<file path="config.mk">
export PLATFORM = sky130hd
export DESIGN_NAME = dual_timer_counter
export DESIGN_NICKNAME = d
export VERILOG_FILES = /design/src/verilog/timer_pkg.sv /design/src/verilog/dual_timer_counter.sv
export VERILOG_INCLUDE_DIRS = /design/src /design/src/verilog
export SDC_FILE = /design/constraint.sdc
export NUM_CORES = 1
export LEC_CHECK = 0
export BUFFER_PORTS_ARGS = -buffer_cell sky130_fd_sc_hd__buf_2
export CORE_MARGIN = 2
export CORE_UTILIZATION = 44
export CTS_CLUSTER_DIAMETER = 200
export DETAILED_ROUTE_END_ITERATION = 10
export PLACE_DENSITY = 0.67
export SETUP_SLACK_MARGIN = 0.3
export SYNTH_ARGS = -nofsm -noshare
export SYNTH_HDL_FRONTEND = slang
export SYNTH_SLANG_ARGS = --single-unit
</file>
<file path="constraint.sdc">
create_clock -name REF_CLK -period 2.5 [get_ports REF_CLK]
set_clock_uncertainty 0.15 [all_clocks]
set_input_delay 0.125 -clock REF_CLK [delete_from_list [all_inputs] [get_ports REF_CLK]]
set_output_delay 0.125 -clock REF_CLK [all_outputs]
set_load 0.005 [all_outputs]
</file>
<file path="src/verilog/dual_timer_defines.svh">
// register map, field positions, reset values and tick counts of the dual timer
// Behaviour
// (RL1) overflow sets flag; vectoring clears it
// (RL2) run bit stops or starts each timer
// (RL3) external flag set on detect, edge-cleared
// (RL4) type bit: low level or falling edge
// (RL5) gating needs pin high plus run bit
// (RL6) source: divided clock or event falling edges
// (RL7) mode 00: 8-bit counter, 5-bit prescaler
// (RL8) mode 01: cascaded 16-bit counter
// (RL9) mode 10: low byte reloads from high
// (RL10) timer 1 mode 11 holds its count
// (RL11) timer 0 mode 11 splits, borrows timer1 bits
// (RL12) mode register resets to all zeros
// (RL13) count bytes readable and writable separately
// (RL14) overflow is all-ones to zero rollover
// (RL15) prescale uses low five bits only
// (RL16) reload leaves high byte, writable anytime
// (RL17) halving bit or X2 selects timer clock
// (RL18) timer ticks every six timer-clock periods
`ifndef DUAL_TIMER_DEFINES_SVH
`define DUAL_TIMER_DEFINES_SVH

`define OFS_CTL_FLAGS   8'h88
`define OFS_MODE_SEL    8'h89
`define OFS_LO0         8'h8a
`define OFS_LO1         8'h8b
`define OFS_HI0         8'h8c
`define OFS_HI1         8'h8d
`define OFS_CLK_CFG     8'h8e
`define OFS_INT_STATUS  8'h90
`define OFS_INT_CLEAR   8'h91
`define OFS_INT_ENABLE  8'h92

`define CTL_OVF1        7
`define CTL_RUN1        6
`define CTL_OVF0        5
`define CTL_RUN0        4
`define CTL_EXT1_FLAG   3
`define CTL_EXT1_EDGE   2
`define CTL_EXT0_FLAG   1
`define CTL_EXT0_EDGE   0

`define MODE_TIMER1_PIN_GATING      7
`define MODE_SRC1       6
`define MODE1_HI        5
`define MODE1_LO        4
`define MODE_TIMER0_PIN_GATING      3
`define MODE_SRC0       2
`define MODE0_HI        1
`define MODE0_LO        0

`define RST_CTL_FLAGS   8'h00
`define RST_MODE_SEL    8'h00
`define RST_COUNT       8'h00

`define TIMER_TICK_DIV  6
`define OSC_HALF_DIV    2
`define TICK_LIM_FAST   (`TIMER_TICK_DIV - 1)
`define TICK_LIM_SLOW   (`TIMER_TICK_DIV * `OSC_HALF_DIV - 1)

`endif

</file>
<file path="src/verilog/timer_pkg.sv">
// types shared by the dual timer
package timer_pkg;

   typedef enum logic [1:0] {
      MODE_PRESCALE = 2'b00,
      MODE_CASCADE  = 2'b01,
      MODE_RELOAD   = 2'b10,
      MODE_SPLIT    = 2'b11
   } mode_e;

   typedef struct packed {
      logic [7:0] ctl_flags;
      logic [7:0] mode_sel;
      logic [7:0] lo0;
      logic [7:0] hi0;
      logic [7:0] lo1;
      logic [7:0] hi1;
      logic [1:0] clk_cfg;
      logic [3:0] sts;
      logic [3:0] ien;
      logic [3:0] pre0;
      logic [3:0] pre1;
      logic [3:0] sync_a;
      logic [3:0] sync_b;
      logic [3:0] sync_prev;
      logic [7:0] rdata;
   } state_s;

endpackage

</file>
<file path="src/verilog/dual_timer_counter.sv">
// two timer/counters with control, mode and interrupt registers
//
// The address-and-strobe port was left to the implementer.
`timescale 1ns/1ps
`include "dual_timer_defines.svh"

module dual_timer_counter (
   // clock and reset
   input  wire logic       REF_CLK,
   input  wire logic       SYS_RST,
   // register port
   input  wire logic [7:0] REG_ADDR,
   input  wire logic [7:0] REG_WDATA,
   input  wire logic       REG_WR,
   input  wire logic       REG_RD,
   output logic      [7:0] REG_RDATA,
   // external pins
   input  wire logic       EXT_IRQ0_PIN,
   input  wire logic       EXT_IRQ1_PIN,
   input  wire logic       TIMER0_EVENT_PIN,
   input  wire logic       TIMER1_EVENT_PIN,
   // processor side
   input  wire logic       X2_MODE,
   input  wire logic       VEC_TIMER0,
   input  wire logic       VEC_TIMER1,
   input  wire logic       VEC_EXT0,
   input  wire logic       VEC_EXT1,
   // interrupt
   output logic            IRQ
);

   timer_pkg::state_s q;
   timer_pkg::state_s d;

   logic [3:0]  lim0;
   logic [3:0]  lim1;
   logic        tick0;
   logic        tick1;
   logic [3:0]  fall;
   logic        split0;
   logic        run0;
   logic        run1;
   logic        inc0;
   logic        inc1;
   logic        hi_inc;
   logic [16:0] step0;
   logic [16:0] step1;
   logic        ovf0;
   logic        ovf_hi;
   logic        ovf1;
   logic        set_ovf0;
   logic        set_ovf1;
   logic        set_ext0;
   logic        set_ext1;
   logic        wr_ctl;
   logic        wr_cnt0;
   logic        wr_cnt1;
   logic [7:0]  ctl_base;

   // one count step for modes 0..2; mode 3 holds
   function automatic logic [16:0] step(input timer_pkg::mode_e m,
                                        input logic [7:0] lo,
                                        input logic [7:0] hi);
      logic [16:0] r;
      r = {1'b0, hi, lo};
      unique case (m)
         timer_pkg::MODE_PRESCALE: begin
            // upper three low-byte bits are left alone [RL15]
            r[4:0] = lo[4:0] + 5'h01; // [RL7]
            if (lo[4:0] == 5'h1f) begin
               r[16:8] = {hi == 8'hff, hi + 8'h01}; // [RL14]
            end
         end
         timer_pkg::MODE_CASCADE: begin
            r = {({hi, lo} == 16'hffff), {hi, lo} + 16'h0001}; // [RL8] [RL14]
         end
         timer_pkg::MODE_RELOAD: begin
            if (lo == 8'hff) begin
               r = {1'b1, hi, hi}; // [RL9] [RL16]
            end else begin
               r[7:0] = lo + 8'h01;
            end
         end
         timer_pkg::MODE_SPLIT: begin
            r = {1'b0, hi, lo}; // [RL10]
         end
      endcase
      return r;
   endfunction

   // halving bit or standard mode doubles the tick period [RL17]
   assign lim0 = (q.clk_cfg[0] | ~X2_MODE) ? 4'(`TICK_LIM_SLOW) : 4'(`TICK_LIM_FAST);
   assign lim1 = (q.clk_cfg[1] | ~X2_MODE) ? 4'(`TICK_LIM_SLOW) : 4'(`TICK_LIM_FAST);
   assign tick0 = (q.pre0 >= lim0); // [RL18]
   assign tick1 = (q.pre1 >= lim1); // [RL18]

   // falling edges of the synchronised pins
   assign fall = q.sync_prev & ~q.sync_b;

   assign split0 = (q.mode_sel[`MODE0_HI:`MODE0_LO] == 2'b11);

   assign run0 = q.ctl_flags[`CTL_RUN0] & (~q.mode_sel[`MODE_TIMER0_PIN_GATING] | q.sync_b[0]); // [RL2] [RL5]
   // in split mode timer 1 loses its run bit and is stopped only by mode 3 or its gate pin
   assign run1 = (split0 | q.ctl_flags[`CTL_RUN1])
               & (~q.mode_sel[`MODE_TIMER1_PIN_GATING] | q.sync_b[1]); // [RL2] [RL5]
   assign inc0 = run0 & (q.mode_sel[`MODE_SRC0] ? fall[2] : tick0); // [RL6]
   assign inc1 = run1 & (q.mode_sel[`MODE_SRC1] ? fall[3] : tick1); // [RL6]
   assign hi_inc = split0 & q.ctl_flags[`CTL_RUN1] & tick0; // [RL11]

   assign step0 = step(timer_pkg::mode_e'(q.mode_sel[`MODE0_HI:`MODE0_LO]), q.lo0, q.hi0);
   assign step1 = step(timer_pkg::mode_e'(q.mode_sel[`MODE1_HI:`MODE1_LO]), q.lo1, q.hi1);

   assign ovf0 = inc0 & (split0 ? (q.lo0 == 8'hff) : step0[16]); // [RL14]
   assign ovf_hi = hi_inc & (q.hi0 == 8'hff); // [RL11]
   assign ovf1 = inc1 & step1[16];
   assign set_ovf0 = ovf0;
   assign set_ovf1 = ovf_hi | (ovf1 & ~split0); // [RL11]

   // level mode flags while low, edge mode on a falling edge [RL4]
   assign set_ext0 = q.ctl_flags[`CTL_EXT0_EDGE] ? fall[0] : ~q.sync_b[0];
   assign set_ext1 = q.ctl_flags[`CTL_EXT1_EDGE] ? fall[1] : ~q.sync_b[1];

   assign wr_ctl = REG_WR & (REG_ADDR == `OFS_CTL_FLAGS);
   assign wr_cnt0 = REG_WR & ((REG_ADDR == `OFS_LO0) | (REG_ADDR == `OFS_HI0));
   assign wr_cnt1 = REG_WR & ((REG_ADDR == `OFS_LO1) | (REG_ADDR == `OFS_HI1));
   assign ctl_base = wr_ctl ? REG_WDATA : q.ctl_flags;

   always_comb begin
      d = q;
      // pins pass two flops before use
      d.sync_a = {TIMER1_EVENT_PIN, TIMER0_EVENT_PIN, EXT_IRQ1_PIN, EXT_IRQ0_PIN};
      d.sync_b = q.sync_a;
      d.sync_prev = q.sync_b;

      d.pre0 = tick0 ? 4'h0 : q.pre0 + 4'h1;
      d.pre1 = tick1 ? 4'h0 : q.pre1 + 4'h1;

      // counting; a software write in the same cycle overrides it
      if (split0) begin
         if (inc0) begin
            d.lo0 = q.lo0 + 8'h01; // [RL11]
         end
         if (hi_inc) begin
            d.hi0 = q.hi0 + 8'h01; // [RL11]
         end
      end else if (inc0) begin
         {d.hi0, d.lo0} = step0[15:0];
      end
      if (inc1) begin
         {d.hi1, d.lo1} = step1[15:0];
      end

      // hardware set beats a vector clear or a software write of zero
      d.ctl_flags = ctl_base;
      d.ctl_flags[`CTL_OVF0] = (ctl_base[`CTL_OVF0] & ~VEC_TIMER0) | set_ovf0; // [RL1]
      d.ctl_flags[`CTL_OVF1] = (ctl_base[`CTL_OVF1] & ~VEC_TIMER1) | set_ovf1; // [RL1]
      if (q.ctl_flags[`CTL_EXT0_EDGE]) begin
         d.ctl_flags[`CTL_EXT0_FLAG] = (ctl_base[`CTL_EXT0_FLAG] & ~VEC_EXT0) | set_ext0; // [RL3]
      end else begin
         d.ctl_flags[`CTL_EXT0_FLAG] = set_ext0; // [RL3]
      end
      if (q.ctl_flags[`CTL_EXT1_EDGE]) begin
         d.ctl_flags[`CTL_EXT1_FLAG] = (ctl_base[`CTL_EXT1_FLAG] & ~VEC_EXT1) | set_ext1; // [RL3]
      end else begin
         d.ctl_flags[`CTL_EXT1_FLAG] = set_ext1; // [RL3]
      end

      d.sts = q.sts;
      if (REG_WR && (REG_ADDR == `OFS_INT_CLEAR)) begin
         d.sts = q.sts & ~REG_WDATA[3:0];
      end
      d.sts = d.sts | {set_ext1, set_ext0, set_ovf1, set_ovf0};

      if (REG_WR) begin
         unique case (REG_ADDR)
            `OFS_MODE_SEL:   d.mode_sel = REG_WDATA;
            `OFS_LO0:        d.lo0 = REG_WDATA; // [RL13]
            `OFS_HI0:        d.hi0 = REG_WDATA; // [RL13] [RL16]
            `OFS_LO1:        d.lo1 = REG_WDATA; // [RL13]
            `OFS_HI1:        d.hi1 = REG_WDATA; // [RL13] [RL16]
            `OFS_CLK_CFG:    d.clk_cfg = REG_WDATA[1:0];
            `OFS_INT_ENABLE: d.ien = REG_WDATA[3:0];
            default:         d.ien = q.ien;
         endcase
      end

      // read data stand for exactly the cycle after the strobe
      d.rdata = 8'h00;
      if (REG_RD) begin
         unique case (REG_ADDR)
            `OFS_CTL_FLAGS:  d.rdata = q.ctl_flags;
            `OFS_MODE_SEL:   d.rdata = q.mode_sel;
            `OFS_LO0:        d.rdata = q.lo0; // [RL13]
            `OFS_HI0:        d.rdata = q.hi0; // [RL13]
            `OFS_LO1:        d.rdata = q.lo1; // [RL13]
            `OFS_HI1:        d.rdata = q.hi1; // [RL13]
            `OFS_CLK_CFG:    d.rdata = {6'h00, q.clk_cfg};
            `OFS_INT_STATUS: d.rdata = {4'h0, q.sts};
            `OFS_INT_ENABLE: d.rdata = {4'h0, q.ien};
            default:         d.rdata = 8'h00;
         endcase
      end
   end

   always_ff @(posedge REF_CLK) begin
      if (SYS_RST) begin
         q <= '0;
         // synchronisers start at the pins' pulled-up idle level, so a
         // level-mode flag or a false falling edge cannot follow reset [RL3]
         q.sync_a <= 4'hf;
         q.sync_b <= 4'hf;
         q.sync_prev <= 4'hf;
         q.ctl_flags <= `RST_CTL_FLAGS;
         q.mode_sel <= `RST_MODE_SEL; // [RL12]
         q.lo0 <= `RST_COUNT;
         q.hi0 <= `RST_COUNT;
         q.lo1 <= `RST_COUNT;
         q.hi1 <= `RST_COUNT;
      end else begin
         q <= d;
      end
   end

   assign REG_RDATA = q.rdata;
   assign IRQ = |(q.sts & q.ien);
endmodule

</file>
Word-level counts from Yosys, hierarchy flattened --
Index checks and enable logic that the tools add are counted.
Storage, ports and cells: input bits 29, word-level logic and storage cells 139, register bits 86
Operators by class: reduce and logical (&&, ||, !) cells 10, bitwise gates (word level) 42, equality and inequality tests 24, add/subtract/negate cells 10, muxes and demuxes 35, order comparisons 2
Operators with widths (count):
- 8-bit == test (second input constant) | 14
- 8-bit two-way mux | 9
- 8-bit one-hot mux with 9 select lines | 1
- 16-bit two-way mux | 3
- 9-bit two-way mux | 4
- 9-bit one-hot mux with 4 select lines | 1
- 34-bit two-way mux | 1
- 16-bit by 1-bit adder with 16-bit output (second input constant) | 2
- 8-bit by 1-bit adder with 8-bit output (second input constant) | 4
- 16-bit == test (second input constant) | 2
- 9-bit one-hot mux with 3 select lines | 1
- 5-bit one-hot mux with 4 select lines | 1
- 1-bit AND | 15
- 5-bit one-hot mux with 3 select lines | 1
- 4-bit AND | 3
- 4-bit two-way mux | 3
- 3-bit one-hot mux with 2 select lines | 2
- 1-bit NOT | 11
- 5-bit by 1-bit adder with 5-bit output (second input constant) | 2
- 5-bit == test (second input constant) | 2
- 1-bit OR | 10
- 4-bit by 1-bit adder with 4-bit output (second input constant) | 2
- 2-bit == test (second input constant) | 4
- 4-bit greater-or-equal comparator | 2
- 10 further kinds | 23

Depth between registers and ports, before layout --
depth after elaboration 10, mapped depth 10, depth with buffers taken out 9

Least setup slack after synthesis --
OpenSTA, ideal clock, no wires.
path type reg-to-reg, start register q[70] (netlist bit), end register q[65] (netlist bit), cell stages (with the launch flop) 10, arrival 2.214 ns, path buffers 2, setup slack 0.040 ns, period minus slack after synthesis 2.460 ns, setup time 0.095 ns, cell sequence dfxtp_1 > inv_1 > ha_1 > buf_2 > or2_2 > clkbuf_1 > nor4_1 > a22o_1 > a21oi_1 > a221oi_1
Between the ends: word-level cells in the longest chain between the ends 6, elaborated cells between the ends (all ways) 9
RTL lines:
- start: declaration | RTL line dual_timer_counter.sv:32 | timer_pkg::state_s q;
- 2-bit == test (tied with other cells) | RTL line dual_timer_counter.sv:66 | unique case (m)
- 5-bit one-hot mux with 3 select lines | RTL line dual_timer_counter.sv:66
- 16-bit two-way mux | RTL line dual_timer_counter.sv:146 | end else if (inc0) begin
- 16-bit two-way mux * | RTL line dual_timer_counter.sv:139 | if (split0) begin
- 8-bit two-way mux | RTL line dual_timer_counter.sv:175 | unique case (REG_ADDR)
- 34-bit two-way mux * | RTL line dual_timer_counter.sv:174 | if (REG_WR) begin
Mark *: on every way between the ends. The rest lies on a longest branch, timed or not. A chain may end at the register's enable or synchronous reset.

Final worst setup path --
start register q[36] (netlist bit), end register q[55] (netlist bit)
Between the ends: word-level cells in the longest chain between the ends 9, elaborated cells between the ends (all ways) 11
RTL lines:
- 1-bit OR * | RTL line dual_timer_counter.sv:92 | assign lim0 = (q.clk_cfg[0] | ~X2_MODE) ? 4'(`TICK_LIM_SLOW) : 4'(`TICK_LIM_FAST);
- 4-bit two-way mux * | RTL line dual_timer_counter.sv:92
- 4-bit greater-or-equal comparator * | RTL line dual_timer_counter.sv:94 | assign tick0 = (q.pre0 >= lim0);
- 1-bit two-way mux | RTL line dual_timer_counter.sv:106 | assign inc0 = run0 & (q.mode_sel[`MODE_SRC0] ? fall[2] : tick0);
- 1-bit AND | RTL line dual_timer_counter.sv:106
- 16-bit two-way mux | RTL line dual_timer_counter.sv:146
- 16-bit two-way mux * | RTL line dual_timer_counter.sv:139
- 8-bit two-way mux | RTL line dual_timer_counter.sv:175
- 34-bit two-way mux * | RTL line dual_timer_counter.sv:174
Marks and branches as above.

==> flow_metrics.tcl <==
set metrics [dict create \
    min_path_type "in -> reg" \
    slew_violations 0 \
    nets 906 \
    max_freq_ghz 0.436 \
    fp-row-count 42 \
    reg2reg_depth 9 \
    synth_area_leaders "dfxtp_1 (29%), nor2_1 (5.2%), a21oi_1 (5.1%)" \
    maxCapViolCount 0 \
    cts.path.max_buffers 2 \
    clock-root-buffer "clkbuf_16" \
    dp.cells 988 \
    antennaDiodeCount 0 \
    routed_via_density 6.40 \
    clk_pin_slew_worst_paths_ns 0.07 \
    crit_path_end_kind "flip-flop" \
    first_global_vias 6179 \
    ant_nets 0 \
    synth_cell_types 79 \
    min_period_ns 2.29 \
    wl_um 22100 \
    cp_data_arrival_time_ns 2.38 \
    relSlewSlack_pct 50.2 \
    rr_startpoint "q[36]$_SDFFE_PP0P_" \
    ys_warn_count 0 \
    ys_seq_elements 86 \
    synth_edf_count 0 \
    synthFlopType "dfxtp_1" \
    reg2reg_to "q[55]$_SDFF_PP0_" \
    grt_pass1_wl_um 33400 \
    async_flop_share_pct 0 \
    die_y_um 120 \
    seqCellArea_um2 1740 \
    final_layout_size_suffix_gt1_share_pct 29.8 \
    critPathMaxFanout 11 \
    hold_ws_ns 0.0239 \
    final.setup.tns_ns 0 \
    clock-sinks 86 \
    syn_nets 820 \
    synth.top_cell.area_share_pct 28.9 \
    rrSetupSlack_ns 0.21 \
    area_delta_synth_final_pct 29.8 \
    final_cells 1041 \
    cts_buffers 9 \
    multi_input_area_um2 4310 \
    syn-instance-count 774 \
    htreeDepth 3 \
    fin_crit_sh_pct 91.6 \
    place_congestion 0.979 \
    fin_area_um2 7740 \
    grt_start_max_net_pins 68 \
    dp_hpwl_um 15600 \
    power_density_nw_per_um2 406 \
    power.total_mw 3.14 \
    hold_viol_final 0 \
    cp-startpoint "q[36]$_SDFFE_PP0P_" \
    wl_per_cell_um 21.2 \
    max_slew.worst_pin.slew_ns 0.748 \
    critical_path_class "reg -> reg" \
    start_kind "flip-flop" \
    dr.pass1.iters 5 \
    die-area_um2 14500 \
    critPathRequiredTime_ns 2.59 \
    die_width_um 120 \
    yosysTopAreaCell "dfxtp_1" \
    status "finished clean" \
    start_util_pct 45.0 \
    drcViolationCount 0 \
    peakVddDrop_mv 0.255 \
    clk_latency_ns 0.36 \
    placed_area_um2 6590 \
    core_area_um2 13200 \
    antenna_found_initial 0 \
    yosysSeqAreaShare_pct 28.9 \
    pin_count 38 \
    setup_viol 0 \
    drt_iter0_drc 889 \
    grt_usage_pct 29.6 \
    cts_tree "built" \
    grt-ovfl-total 0 \
    rsz0062_at_grt "true" \
    fillers 1203 \
    endpoint "q[55]$_SDFF_PP0_" \
    hold_depth 3 \
    io_buffers 37 \
    vias 6659 \
    p_leak_nw 2.95 \
    avgSynthCellArea_um2 7.70 \
    netlist_area_um2 5960 \
]
layer usage:
metal / GRT usage [%] / share of wire [%] / vias to the layer above
met2: 46.2 / 46 / 392
li1: - / - / 3026
met5: 0 / 0 / -
met4: 15.0 / 4.4 / 0
met1: 38.3 / 40 / 3164
met3: 6.79 / 9.5 / 77
critical path: stages (launching register included):
cell and delay (ns):
dfxtp_2 0.34, nor2b_2 0.13, ha_1 0.26, a21oi_2 0.22, a21oi_4 0.09, o31ai_4 0.31, buf_6 0.22, nor2_1 0.06
a221oi_1 0.28, a21oi_1 0.11
cell families (layout without fill, tap and decap cells):
| group | count (synthesis) | in the layout | synth area share [%] |
|---|---|---|---|
| AND/OR/NAND/NOR | 301 | 301 | 25.6 |
| AO/OA/AOI/OAI | 228 | 228 | 26.0 |
| buffers and inverters | 92 | 183 | 6.84 |
| flip-flops | 86 | 86 | 28.9 |
| multiplexers | 34 | 34 | 6.72 |
| adder cells (fa/ha/maj) | 17 | 17 | 3.57 |
| XOR/XNOR | 16 | 16 | 2.35 |
repair_timing:
item                       in CTS  in global routing
pin swaps                       8                 26
hold endpoints to repair       21                  0
hold buffers                   15                  0
setup endpoints to repair      34                 35
buffers inserted                5                 16
gates cloned                    0                  1
gates resized for setup        32                 83
how the worst min path moves through the flow:
stage | start | to
2_1_floorplan | EXT_IRQ0_PIN | d[12]$_SDFF_PP1_
3_3_place_gp | EXT_IRQ1_PIN | d[13]$_SDFF_PP1_
3_5_place_dp | TIMER0_EVENT_PIN | d[14]$_SDFF_PP1_
4_1_cts | REG_WDATA[7] | q[69]$_SDFF_PP0_
5_1_grt | REG_WDATA[7] | q[69]$_SDFF_PP0_
6_report | REG_WDATA[7] | q[77]$_SDFFE_PP0P_
synth_stat cells, types with 13 or more instances:
cell      number
inv_1         26
mux2i_1       22
nor3_1        21
ha_1          17
nand2_1       62
nor2_1        83
o21ai_0       35
nand4_1       14
clkbuf_1      44
a211oi_1      13
or2_2         18
dfxtp_1       86
a21oi_1       61
nand3_1       34
per-stage QoR:
stage / setup slack, ns / util [%]
after floorplan: 0.300 / -
after global placement: 0.0636 / 49.8
after detailed placement: 0.00886 / 49.8
after CTS: 0.270 / 54.6
after global routing: 0.138 / 58.5
final: 0.209 / 58.5
sequential cells by signal (all words and copies together) (netlist names):
name,count
REG_RDATA,8
d,8
q,70
cell type report:
cell class / count / area share [%]
tap: 176 / 2.84
sequential: 86 / 22.5
timing repair buffer: 141 / 13.6
clock buffer: 9 / 2.91
inverter: 26 / 1.26
multi-input combinational: 596 / 55.7
clock inverter: 7 / 1.16
placed cells by master (no fill, tap or decap), types with 10 or more instances in the layout:
| cell type | instances |
|---|---|
| dlygate4sd3_1 | 15 |
| inv_1 | 25 |
| o211ai_1 | 10 |
| ha_1 | 10 |
| buf_4 | 80 |
| a21oi_1 | 58 |
| o21ai_0 | 28 |
| mux2i_1 | 22 |
| nor2_1 | 79 |
| buf_2 | 37 |
| nand2_1 | 58 |
| nor3_1 | 17 |
| nand3_1 | 33 |
| nand4_1 | 14 |
| dfxtp_1 | 77 |
| or2_2 | 16 |
power breakdown:
part	internal [mW]	switching (mW)	total [mW]	leakage [nW]
combinational	0.111	0.166	0.277	2.10
sequential	1.39	0.0203	1.41	0.702
clock	0.797	0.654	1.45	0.147
total	2.30	0.840	3.14	2.95
Power figures use the tool's default switching activity.
